### config.mk
export PLATFORM = sky130hd
export DESIGN_NAME = dual_dac_slew_register_map
export DESIGN_NICKNAME = d
export VERILOG_FILES = /design/src/hw/dual_dac_slew_pkg.sv /design/src/hw/dual_dac_slew_register_map.sv
export SDC_FILE = /design/constraint.sdc
export NUM_CORES = 2
export LEC_CHECK = 0
export ABC_AREA = 1
export BUFFER_PORTS_ARGS = -buffer_cell sky130_fd_sc_hd__buf_2
export CAP_MARGIN = 20
export CORE_AREA = 2 2 233 326
export CTS_CLUSTER_SIZE = 8
export DETAILED_ROUTE_END_ITERATION = 16
export DIE_AREA = 0 0 235 328
export HOLD_SLACK_MARGIN = 0.08
export PLACE_DENSITY = 0.7
export SYNTH_ARGS = -nofsm -noshare
export SYNTH_HDL_FRONTEND = slang
export SYNTH_SLANG_ARGS = --single-unit
### constraint.sdc
create_clock -name CLK -period 9.2 [get_ports CLK]
set_input_delay 0.46 -clock CLK [delete_from_list [all_inputs] [get_ports CLK]]
set_output_delay 0.46 -clock CLK [all_outputs]
set_load 0.02 [all_outputs]
### src/hw/dual_dac_slew_pkg.sv
// constants, field layout, reset values and timing counts of the dual output register map
// assumes a 25 MHz system clock and 16-bit holding registers at their printed offsets
//
// What this block does
// node address held, 1 to DF, resets 0001
// framing word resets 0035: 9600, 8N1
// low delay byte: reply wait, max 63 ms
// high delay byte: extra end wait, max 48
// request ends after 3.5 character gap plus extra
// 16-bit setpoints, 0 negative, FFFF positive full scale
// slope code 0 immediate, each code doubles rate
// slope changes at once, reloaded from nonvolatile default
// volts per second equals percent rate times span/100
// read-only 8-bit readback word per channel
// read-only present DAC value per channel
// read-only firmware version word
// step toward setpoint each tick, never overshoot
package dual_dac_slew_pkg;

    // ************************************************************
    // register offsets
    // ************************************************************
    localparam logic [15:0] OFS_NODE_ADDR = 16'h9C41;
    localparam logic [15:0] OFS_FRAMING = 16'h9C42;
    localparam logic [15:0] OFS_DELAYS = 16'h9C43;
    localparam logic [15:0] OFS_VERSION = 16'h9C61;
    localparam logic [15:0] OFS_SETPOINT1 = 16'h9C71;
    localparam logic [15:0] OFS_SETPOINT2 = 16'h9C72;
    localparam logic [15:0] OFS_SLOPE1 = 16'h9C81;
    localparam logic [15:0] OFS_SLOPE2 = 16'h9C82;
    localparam logic [15:0] OFS_READBACK1 = 16'h9CA1;
    localparam logic [15:0] OFS_READBACK2 = 16'h9CA2;
    localparam logic [15:0] OFS_LIVE1 = 16'h9CB1;
    localparam logic [15:0] OFS_LIVE2 = 16'h9CB2;

    // ************************************************************
    // reset values, limits and fields
    // ************************************************************
    localparam logic [15:0] NODE_ADDR_RST = 16'h0001;
    localparam logic [15:0] NODE_ADDR_MIN = 16'h0001;
    localparam logic [15:0] NODE_ADDR_MAX = 16'h00DF;
    localparam logic [15:0] FRAMING_RST = 16'h0035;
    localparam logic [3:0] BAUD_CODE_MIN = 4'h5;
    localparam logic [3:0] BAUD_CODE_MAX = 4'h9;
    localparam logic [15:0] DELAYS_RST = 16'h0003;
    localparam int unsigned REPLY_DLY_LSB = 0;
    localparam int unsigned EOQ_DLY_LSB = 8;
    localparam logic [7:0] REPLY_DLY_MAX_MS = 8'h3F;
    localparam logic [7:0] EOQ_DLY_MAX_MS = 8'h30;
    localparam logic [15:0] SETPOINT_RST = 16'h0000;
    localparam logic [15:0] SLOPE_RST = 16'h0000;
    localparam logic [4:0] SLOPE_CODE_TOP = 5'h12;
    localparam logic [7:0] READBACK_LOW = 8'h00;

    // ************************************************************
    // timing
    // ************************************************************
    localparam longint unsigned CLK_HZ = 25000000;
    localparam longint unsigned MS_TIME = 1;
    localparam int unsigned MS_CYC_DFLT = int'(CLK_HZ * MS_TIME / 1000);
    localparam longint unsigned GAP_CHARS_X10 = 35;
    localparam longint unsigned CHAR_BITS = 10;
    localparam longint unsigned BAUD_DFLT = 9600;
    localparam longint unsigned GAP_DEN = 10 * BAUD_DFLT;
    localparam int unsigned GAP_CYC_DFLT = int'((CLK_HZ * GAP_CHARS_X10 * CHAR_BITS + GAP_DEN - 1) / GAP_DEN);
    localparam longint unsigned TOP_RATE_PCT_PER_S = 20480;
    localparam longint unsigned PCT_FULL = 100;
    localparam logic [31:0] STEP_TOP_Q16 = 32'((64'd1 << 32) * TOP_RATE_PCT_PER_S / (PCT_FULL * 1000));

    // ************************************************************
    // reply delay states
    // ************************************************************
    typedef enum logic [0:0] {
        REPLY_IDLE = 1'b0,
        REPLY_WAIT = 1'b1
    } reply_state_e;

endpackage : dual_dac_slew_pkg

### src/hw/dual_dac_slew_register_map.sv
// holding registers, slew engines and serial delay timers of the two channel output module
// assumes a same-clock protocol engine drives the register port, RX_CHAR and REPLY_REQ
`timescale 1ns/10ps

// ************************************************************
// one slewing output channel
// ************************************************************
module slew_channel (
    // clock and control
    input wire logic clk,
    input wire logic rst,
    input wire logic ce,
    input wire logic tick,
    // target and rate
    input wire logic [15:0] target,
    input wire logic [4:0] code,
    // present value
    output logic [15:0] level
);
    logic [31:0] acc_r;
    logic [31:0] acc_nxt;
    logic [31:0] target_q;
    logic [31:0] step;
    logic [31:0] gap_up;
    logic [31:0] gap_dn;

    // rate per ms halves for every code below the top one
    assign target_q = {target, 16'h0000};
    assign step = dual_dac_slew_pkg::STEP_TOP_Q16 >> (dual_dac_slew_pkg::SLOPE_CODE_TOP - code);
    assign gap_up = target_q - acc_r;
    assign gap_dn = acc_r - target_q;

    // clamp the final step onto the target so it never overshoots
    always_comb begin
        acc_nxt = acc_r;
        if (code == 5'h00) begin
            acc_nxt = target_q;
        end else if (tick) begin
            if (acc_r < target_q) begin
                acc_nxt = (step >= gap_up) ? target_q : acc_r + step;
            end else if (acc_r > target_q) begin
                acc_nxt = (step >= gap_dn) ? target_q : acc_r - step;
            end
        end
    end

    // accumulator in 16.16 fixed point
    always_ff @(posedge clk or posedge rst) begin
        if (rst) begin
            acc_r <= {dual_dac_slew_pkg::SETPOINT_RST, 16'h0000};
        end else if (ce) begin
            acc_r <= acc_nxt;
        end
    end

    assign level = acc_r[31:16];
endmodule : slew_channel

// ************************************************************
// register map top
// ************************************************************
module dual_dac_slew_register_map #(
    parameter int unsigned MS_CYC = dual_dac_slew_pkg::MS_CYC_DFLT,
    parameter int unsigned GAP_CYC = dual_dac_slew_pkg::GAP_CYC_DFLT,
    parameter logic [15:0] FW_VERSION = 16'h0A5C // arbitrary value
) (
    // clock, reset, enable
    input wire logic CLK,
    input wire logic SYS_RST,
    input wire logic CE,
    // register port
    input wire logic [15:0] REG_ADDR,
    input wire logic REG_WR,
    input wire logic REG_RD,
    input wire logic [15:0] REG_WDATA,
    output logic [15:0] REG_RDATA,
    output logic REG_ACK,
    output logic REG_ERR,
    // nonvolatile slope defaults
    input wire logic [15:0] SLOPE_NV_CH1,
    input wire logic [15:0] SLOPE_NV_CH2,
    // output measurement pins
    input wire logic [7:0] ADC_PIN_CH1,
    input wire logic [7:0] ADC_PIN_CH2,
    // converter values
    output logic [15:0] DAC_CH1,
    output logic [15:0] DAC_CH2,
    // serial link setup
    output logic [15:0] NODE_ADDR,
    output logic [15:0] FRAMING_SETUP,
    // framing and reply timing
    input wire logic RX_CHAR,
    output logic FRAME_END,
    input wire logic REPLY_REQ,
    output logic REPLY_GO
);
    logic [15:0] node_addr_r;
    logic [15:0] framing_r;
    logic [15:0] delays_r;
    logic [15:0] setpoint1_r;
    logic [15:0] setpoint2_r;
    logic [15:0] slope1_r;
    logic [15:0] slope2_r;
    logic nv_loaded_r;
    logic [7:0] adc1_meta_r;
    logic [7:0] adc1_sync_r;
    logic [7:0] adc2_meta_r;
    logic [7:0] adc2_sync_r;
    logic [31:0] tick_cnt_r;
    logic slew_tick;
    logic [4:0] code1;
    logic [4:0] code2;
    logic [31:0] gap_cnt_r;
    logic [31:0] gap_lim;
    logic armed_r;
    dual_dac_slew_pkg::reply_state_e reply_state_r;
    logic [7:0] reply_left_r;
    logic [31:0] reply_cyc_r;
    logic [7:0] reply_ms;
    logic [7:0] eoq_ms;

    // ************************************************************
    // address decode and write checks
    // ************************************************************
    logic hit_node, hit_fram, hit_dly, hit_ver, hit_sp1, hit_sp2, hit_sl1, hit_sl2;
    logic hit_rb1, hit_rb2, hit_lv1, hit_lv2, map_hit, ro_hit;
    logic node_ok, fram_ok, dly_ok, slope_ok, val_ok, wr_ok, rd_ok;
    logic [15:0] rd_val;

    // one compare per mapped register
    assign hit_node = REG_ADDR == dual_dac_slew_pkg::OFS_NODE_ADDR;
    assign hit_fram = REG_ADDR == dual_dac_slew_pkg::OFS_FRAMING;
    assign hit_dly = REG_ADDR == dual_dac_slew_pkg::OFS_DELAYS;
    assign hit_ver = REG_ADDR == dual_dac_slew_pkg::OFS_VERSION;
    assign hit_sp1 = REG_ADDR == dual_dac_slew_pkg::OFS_SETPOINT1;
    assign hit_sp2 = REG_ADDR == dual_dac_slew_pkg::OFS_SETPOINT2;
    assign hit_sl1 = REG_ADDR == dual_dac_slew_pkg::OFS_SLOPE1;
    assign hit_sl2 = REG_ADDR == dual_dac_slew_pkg::OFS_SLOPE2;
    assign hit_rb1 = REG_ADDR == dual_dac_slew_pkg::OFS_READBACK1;
    assign hit_rb2 = REG_ADDR == dual_dac_slew_pkg::OFS_READBACK2;
    assign hit_lv1 = REG_ADDR == dual_dac_slew_pkg::OFS_LIVE1;
    assign hit_lv2 = REG_ADDR == dual_dac_slew_pkg::OFS_LIVE2;
    assign ro_hit = hit_ver | hit_rb1 | hit_rb2 | hit_lv1 | hit_lv2;
    assign map_hit = ro_hit | hit_node | hit_fram | hit_dly | hit_sp1 | hit_sp2 | hit_sl1 | hit_sl2;

    // out-of-range values are refused and leave the register alone
    assign node_ok = (REG_WDATA >= dual_dac_slew_pkg::NODE_ADDR_MIN)
                   && (REG_WDATA <= dual_dac_slew_pkg::NODE_ADDR_MAX);
    assign fram_ok = (REG_WDATA[3:0] >= dual_dac_slew_pkg::BAUD_CODE_MIN)
                   && (REG_WDATA[3:0] <= dual_dac_slew_pkg::BAUD_CODE_MAX);
    assign dly_ok = (REG_WDATA[7:0] <= dual_dac_slew_pkg::REPLY_DLY_MAX_MS)
                  && (REG_WDATA[15:8] <= dual_dac_slew_pkg::EOQ_DLY_MAX_MS);
    assign slope_ok = REG_WDATA <= {11'h000, dual_dac_slew_pkg::SLOPE_CODE_TOP};
    assign val_ok = hit_node ? node_ok : hit_fram ? fram_ok : hit_dly ? dly_ok
                  : (hit_sl1 | hit_sl2) ? slope_ok : 1'b1;
    assign wr_ok = REG_WR & map_hit & ~ro_hit & val_ok;
    assign rd_ok = REG_RD & ~REG_WR & map_hit;

    // read selection
    assign rd_val = hit_node ? node_addr_r
                  : hit_fram ? framing_r
                  : hit_dly ? delays_r
                  : hit_ver ? FW_VERSION
                  : hit_sp1 ? setpoint1_r
                  : hit_sp2 ? setpoint2_r
                  : hit_sl1 ? slope1_r
                  : hit_sl2 ? slope2_r
                  : hit_rb1 ? {adc1_sync_r, dual_dac_slew_pkg::READBACK_LOW}
                  : hit_rb2 ? {adc2_sync_r, dual_dac_slew_pkg::READBACK_LOW}
                  : hit_lv1 ? DAC_CH1
                  : DAC_CH2;

    // ************************************************************
    // holding registers
    // ************************************************************
    // link setup and setpoints
    always_ff @(posedge CLK or posedge SYS_RST) begin
        if (SYS_RST) begin
            node_addr_r <= dual_dac_slew_pkg::NODE_ADDR_RST;
            framing_r <= dual_dac_slew_pkg::FRAMING_RST;
            delays_r <= dual_dac_slew_pkg::DELAYS_RST;
            setpoint1_r <= dual_dac_slew_pkg::SETPOINT_RST;
            setpoint2_r <= dual_dac_slew_pkg::SETPOINT_RST;
        end else if (CE && wr_ok) begin
            if (hit_node) node_addr_r <= REG_WDATA;
            if (hit_fram) framing_r <= REG_WDATA;
            if (hit_dly) delays_r <= REG_WDATA;
            if (hit_sp1) setpoint1_r <= REG_WDATA;
            if (hit_sp2) setpoint2_r <= REG_WDATA;
        end
    end

    // slopes: stored default fetched at the first enabled edge, later writes act at once
    always_ff @(posedge CLK or posedge SYS_RST) begin
        if (SYS_RST) begin
            slope1_r <= dual_dac_slew_pkg::SLOPE_RST;
            slope2_r <= dual_dac_slew_pkg::SLOPE_RST;
            nv_loaded_r <= 1'b0;
        end else if (CE) begin
            nv_loaded_r <= 1'b1;
            if (wr_ok && hit_sl1) begin
                slope1_r <= REG_WDATA;
            end else if (!nv_loaded_r) begin
                slope1_r <= SLOPE_NV_CH1;
            end
            if (wr_ok && hit_sl2) begin
                slope2_r <= REG_WDATA;
            end else if (!nv_loaded_r) begin
                slope2_r <= SLOPE_NV_CH2;
            end
        end
    end

    // answer one edge after the request
    always_ff @(posedge CLK or posedge SYS_RST) begin
        if (SYS_RST) begin
            REG_ACK <= 1'b0;
            REG_ERR <= 1'b0;
            REG_RDATA <= 16'h0000;
        end else if (CE) begin
            REG_ACK <= wr_ok | rd_ok;
            REG_ERR <= (REG_WR | REG_RD) & ~(wr_ok | rd_ok);
            if (rd_ok) REG_RDATA <= rd_val;
        end
    end

    assign NODE_ADDR = node_addr_r;
    assign FRAMING_SETUP = framing_r;

    // ************************************************************
    // measurement synchronisers
    // ************************************************************
    // two flops per pin before anything reads the value
    always_ff @(posedge CLK or posedge SYS_RST) begin
        if (SYS_RST) begin
            adc1_meta_r <= 8'h00;
            adc1_sync_r <= 8'h00;
            adc2_meta_r <= 8'h00;
            adc2_sync_r <= 8'h00;
        end else if (CE) begin
            adc1_meta_r <= ADC_PIN_CH1;
            adc1_sync_r <= adc1_meta_r;
            adc2_meta_r <= ADC_PIN_CH2;
            adc2_sync_r <= adc2_meta_r;
        end
    end

    // ************************************************************
    // slew engines
    // ************************************************************
    // free running millisecond tick paces both channels
    always_ff @(posedge CLK or posedge SYS_RST) begin
        if (SYS_RST) begin
            tick_cnt_r <= 32'h00000000;
        end else if (CE) begin
            tick_cnt_r <= slew_tick ? 32'h00000000 : tick_cnt_r + 32'h00000001;
        end
    end

    assign slew_tick = tick_cnt_r == 32'(MS_CYC - 1);
    // codes above the top one, possible only from storage, run at the top rate
    assign code1 = (slope1_r > {11'h000, dual_dac_slew_pkg::SLOPE_CODE_TOP})
                 ? dual_dac_slew_pkg::SLOPE_CODE_TOP : slope1_r[4:0];
    assign code2 = (slope2_r > {11'h000, dual_dac_slew_pkg::SLOPE_CODE_TOP})
                 ? dual_dac_slew_pkg::SLOPE_CODE_TOP : slope2_r[4:0];

    slew_channel u_ch1 (
        .clk(CLK),
        .rst(SYS_RST),
        .ce(CE),
        .tick(slew_tick),
        .target(setpoint1_r),
        .code(code1),
        .level(DAC_CH1)
    );

    slew_channel u_ch2 (
        .clk(CLK),
        .rst(SYS_RST),
        .ce(CE),
        .tick(slew_tick),
        .target(setpoint2_r),
        .code(code2),
        .level(DAC_CH2)
    );

    // ************************************************************
    // end of request detection
    // ************************************************************
    assign eoq_ms = delays_r[dual_dac_slew_pkg::EOQ_DLY_LSB +: 8];
    assign reply_ms = delays_r[dual_dac_slew_pkg::REPLY_DLY_LSB +: 8];
    assign gap_lim = 32'(GAP_CYC) + 32'(eoq_ms) * 32'(MS_CYC);

    // silence counter restarted by every character, fires once per request
    always_ff @(posedge CLK or posedge SYS_RST) begin
        if (SYS_RST) begin
            gap_cnt_r <= 32'h00000000;
            armed_r <= 1'b0;
            FRAME_END <= 1'b0;
        end else if (CE) begin
            FRAME_END <= 1'b0;
            if (RX_CHAR) begin
                gap_cnt_r <= 32'h00000000;
                armed_r <= 1'b1;
            end else if (armed_r) begin
                gap_cnt_r <= gap_cnt_r + 32'h00000001;
                if (gap_cnt_r == gap_lim) begin
                    FRAME_END <= 1'b1;
                    armed_r <= 1'b0;
                end
            end
        end
    end

    // ************************************************************
    // reply delay
    // ************************************************************
    // a fresh request restarts the wait; a zero delay answers on the next edge
    always_ff @(posedge CLK or posedge SYS_RST) begin
        if (SYS_RST) begin
            reply_state_r <= dual_dac_slew_pkg::REPLY_IDLE;
            reply_left_r <= 8'h00;
            reply_cyc_r <= 32'h00000000;
            REPLY_GO <= 1'b0;
        end else if (CE) begin
            REPLY_GO <= 1'b0;
            if (REPLY_REQ) begin
                reply_state_r <= dual_dac_slew_pkg::REPLY_WAIT;
                reply_left_r <= reply_ms;
                reply_cyc_r <= 32'h00000000;
            end else begin
                case (reply_state_r)
                    dual_dac_slew_pkg::REPLY_WAIT: begin
                        if (reply_left_r == 8'h00) begin
                            REPLY_GO <= 1'b1;
                            reply_state_r <= dual_dac_slew_pkg::REPLY_IDLE;
                        end else if (reply_cyc_r == 32'(MS_CYC - 1)) begin
                            reply_cyc_r <= 32'h00000000;
                            reply_left_r <= reply_left_r - 8'h01;
                        end else begin
                            reply_cyc_r <= reply_cyc_r + 32'h00000001;
                        end
                    end
                    default: begin
                        reply_state_r <= dual_dac_slew_pkg::REPLY_IDLE;
                    end
                endcase
            end
        end
    end
endmodule : dual_dac_slew_register_map

==> qor.txt <==
count of final setup violators: 0
per-instance average area after synthesis: 6.55 sq um
leakage dissipation: 21.0 nW
setup repair after global routing missed its margin: false
count of clock tree sinks: 335
vias in the first global route: 36500
insertion delay to the later sink of the worst-skew pair: 0.63 ns
Max Cap Viol: 0
CTS tree: built
Area growth syn-to-layout: 7.69%
core outline area: 74000 sq um
total via count after detailed routing: 38100
capturing element type of the critical path: flop
number of cell instances on the worst register-to-register path: 23
FILL cells: 7560
Rows: 118
area after detailed placement: 37900 sq um
distinct cell type count after synthesis: 71
worst vdd ir: 0.000131 V
final clock period utilization by the worst path: 79.0%
Clock Root Buffer: sky130_fd_sc_hd__clkbuf_16
WL per Instance: 20.5 um
Gates resized, CTS repair: 0
reg-to-reg endpoint: u_ch2.acc_r[28]$_DFFE_PP0P_
cell area after synthesis: 36800 sq um
count of input and output buffers: 170
commonest non-fill, non-tap cells in the layout: 1376 x sky130_fd_sc_hd__nand2_1, 761 x sky130_fd_sc_hd__inv_1, 523 x sky130_fd_sc_hd__nor2_1
commonest non-fill, non-tap cell in the layout: sky130_fd_sc_hd__nand2_1
count of flip-flops with a built-in enable after synthesis: 0
total routed wirelength: 137 mm
fmax: 0.138 GHz
min cycle time layout: 7.27 ns
final setup TNS: 0 ns
1st-pass router iterations: 6
actual slew at the worst max-slew pin: 1.17 ns
syn_nets: 6093
final core utilization: 53.5%
count of pins over their slew limit: 0
Hold Path Stages: 3
mean number of vias per cell: 5.72
worst clock skew on the final layout: 0.0175 ns
final instance area: 39600 sq um
final-report hold violation count: 0
Endpoint, Worst Hold: slope1_r[8]$_DFFE_PP0P_
power per cell area: 107 nW/um^2
maximum level of the CTS H-tree: 2
starting utilization of the core area: 49.7%
number of buffers inserted to repair setup after CTS: 0
share of flip-flops with an asynchronous set or reset: 100%
worst max-slew margin expressed relative to the limit: 22.1%
cts bufs inserted: 49
# nets final: 6152
fraction of final layout cells sized beyond drive strength 1: 7.70%
peak per-stage delay on the critical path: 0.79 ns
critical hold path startpoint: SLOPE_NV_CH1[8]
Clock Tree Buf Depth: 3
routability cong.: 1.05
Post-Syn Instances: 5614
slowest stage cell on the critical path: sky130_fd_sc_hd__nor4_1
maximum number of pins on one net before global-route repair: 136
HPWL after detailed placement: 110 mm
GRT overflow: 0
global-route usage over all layers: 34.5%
origin of the critical flop-to-flop path: slope2_r[2]$_DFFE_PP0P_
area of the multi-input gates: 24300 sq um
DRC violation count after routing: 0
chip width: 235 um
largest fanout of any net on the critical path: 25
sequential share of the synthesized area: 22.8%
Total Die Area: 77100 sq um
Yosys warning total: 0
dominant synthesized flop cell: sky130_fd_sc_hd__dfrtp_1
critical path, cell by cell: nor2_1 -> a21oi_1 -> nor4_1 -> nand2_2 -> nor2_1 -> inv_1 -> ha_1 -> inv_1 -> nand2_1 -> xor2_2 -> inv_1 -> o21ai_0 -> inv_1 -> ha_1 -> nand4_1 -> nor4_1 -> nand3_1 -> nand3_4 -> nand2_1 -> nand3_2 -> nand2_1 -> nand3_1 -> nand2_1
first-pass GRT wire length: 209 mm
number of flip-flops and latches in the synthesized netlist: 335
Hold/Removal Path Class: in -> reg
launching element type of the critical path: flop
critical path data required time: 9.70 ns
area taken by flip-flops and latches: 8390 sq um
antenna violations before repair: 1
count of boundary I/O pins: 171
WS Path Type: reg -> reg
reg-to-reg setup timing slack: 1.93 ns
clock edge transition at the registers on the reported setup and hold paths: 0.05 ns
outcome: finished clean
DRC marker count from the first detailed-route iteration: 3124
antenna violation net count after detailed routing: 0
die boundary height: 328 um
arrival time at the worst endpoint: 7.77 ns
[synth_stat cells, types with 17 or more instances]
library cell / count / area (sq um)
sky130_fd_sc_hd__nand4_1: 101 / 632
sky130_fd_sc_hd__nand3_1: 330 / 1650
sky130_fd_sc_hd__ha_1: 375 / 4690
sky130_fd_sc_hd__o211ai_1: 39 / 293
sky130_fd_sc_hd__o21ai_0: 323 / 1620
sky130_fd_sc_hd__inv_2: 31 / 116
sky130_fd_sc_hd__a31oi_1: 32 / 200
sky130_fd_sc_hd__clkbuf_1: 91 / 342
sky130_fd_sc_hd__xnor2_1: 40 / 350
sky130_fd_sc_hd__nor2_1: 523 / 1960
sky130_fd_sc_hd__o22ai_1: 17 / 106
sky130_fd_sc_hd__fa_1: 17 / 340
sky130_fd_sc_hd__xor2_1: 182 / 1590
sky130_fd_sc_hd__buf_4: 51 / 383
sky130_fd_sc_hd__buf_2: 46 / 230
sky130_fd_sc_hd__inv_1: 763 / 2860
sky130_fd_sc_hd__nand2_1: 1376 / 5160
sky130_fd_sc_hd__o21bai_1: 22 / 165
sky130_fd_sc_hd__a21o_1: 17 / 128
sky130_fd_sc_hd__o21ai_1: 90 / 450
sky130_fd_sc_hd__nor3_1: 99 / 495
sky130_fd_sc_hd__nor4_1: 28 / 175
sky130_fd_sc_hd__a21oi_1: 446 / 2230
sky130_fd_sc_hd__nor2_2: 22 / 138
sky130_fd_sc_hd__o21ai_2: 18 / 158
sky130_fd_sc_hd__dfrtp_1: 328 / 8210
[state kept, by name (all words and copies together), names as in the netlist, 16 cells and up]
register and cells:
FRAMING_SETUP 16, setpoint1_r 16, slope1_r 16, NODE_ADDR 16, gap_cnt_r 32, u_ch2.acc_r 32
REG_RDATA 16, u_ch1.acc_r 32, delays_r 16, tick_cnt_r 32, reply_cyc_r 32, setpoint2_r 16
slope2_r 16
[how the worst max path moves through the flow]
stage                     slack [ns]                startpoint                     endpoint
after global routing            1.29   slope2_r[2]$_DFFE_PP0P_  u_ch2.acc_r[11]$_DFFE_PP0P_
after CTS                       2.09  slope2_r[13]$_DFFE_PP0P_  u_ch2.acc_r[11]$_DFFE_PP0P_
after detailed placement        2.09   slope2_r[2]$_DFFE_PP0P_  u_ch2.acc_r[25]$_DFFE_PP0P_
after floorplan                 4.27                   SYS_RST        FRAME_END$_DFFE_PP0P_
after global placement          2.45  slope2_r[13]$_DFFE_PP0P_  u_ch2.acc_r[26]$_DFFE_PP0P_
final                           1.93   slope2_r[2]$_DFFE_PP0P_  u_ch2.acc_r[28]$_DFFE_PP0P_
[logic make-up after synthesis]
logic type	Yosys count	share of synthesized area [%]
buf+inv	998	11.0
compound gates	1077	16.4
flops	335	22.8
simple gates	2589	30.7
fa+ha+maj	392	13.7
xor+xnor	223	5.33
[final cells by class]
type / instances / share of cell area [%]
clock buffer: 73 / 3.43
multi-input combinational: 4281 / 61.4
tap: 960 / 3.03
clock inverter: 4 / 0.303
antenna: 1 / 0.00632
timing repair buffer: 207 / 3.00
inverter: 799 / 7.59
sequential: 335 / 21.2
[per-stage QoR]
stage	worst slack, ns	instances	hold WS, ns	power, mW
final	1.93	6660	0.105	4.23
after global routing	1.29	6659	0.110	4.39
after CTS	2.09	6659	0.0828	4.23
after detailed placement	2.09	6563	0.459	2.42
after global placement	2.45	6563	0.453	2.41
after floorplan	4.27	5614	0.442	2.15
[timing repair]
action / in CTS / in global routing
endpoints found under the setup margin: 0 / 0
hold endpoints to repair: 36 / 0
hold buffers: 19 / 0
[layer usage]
layer / up-vias / wire (um) / global-route usage [%]
li1: 18400 / - / -
met1: 17700 / 53600 / 41.5
met2: 1572 / 63500 / 58.2
met3: 410 / 9500 / 4.69
met4: 0 / 10000 / 22.2
met5: - / 0 / 0
[report_power, final]
part	switching, mW	leakage (nW)	internal, mW
clock	0.745	0.706	1.06
combinational	0.584	15.9	0.246
sequential	0.0546	4.33	1.54
total	1.38	21.0	2.85
[worst max-delay path, delay by kind of cell, from the launching register on]
family | cells | cell delay [ns]
and+or+nand+nor | 14 | 3.75
buffers and inverters | 4 | 1.07
xor gates and xnor gates | 1 | 0.78
adders and majority gates | 2 | 0.61
AOI/OAI and AO/OA | 2 | 0.52
DFF | 1 | 0.38
Power figures use the tool's default switching activity.
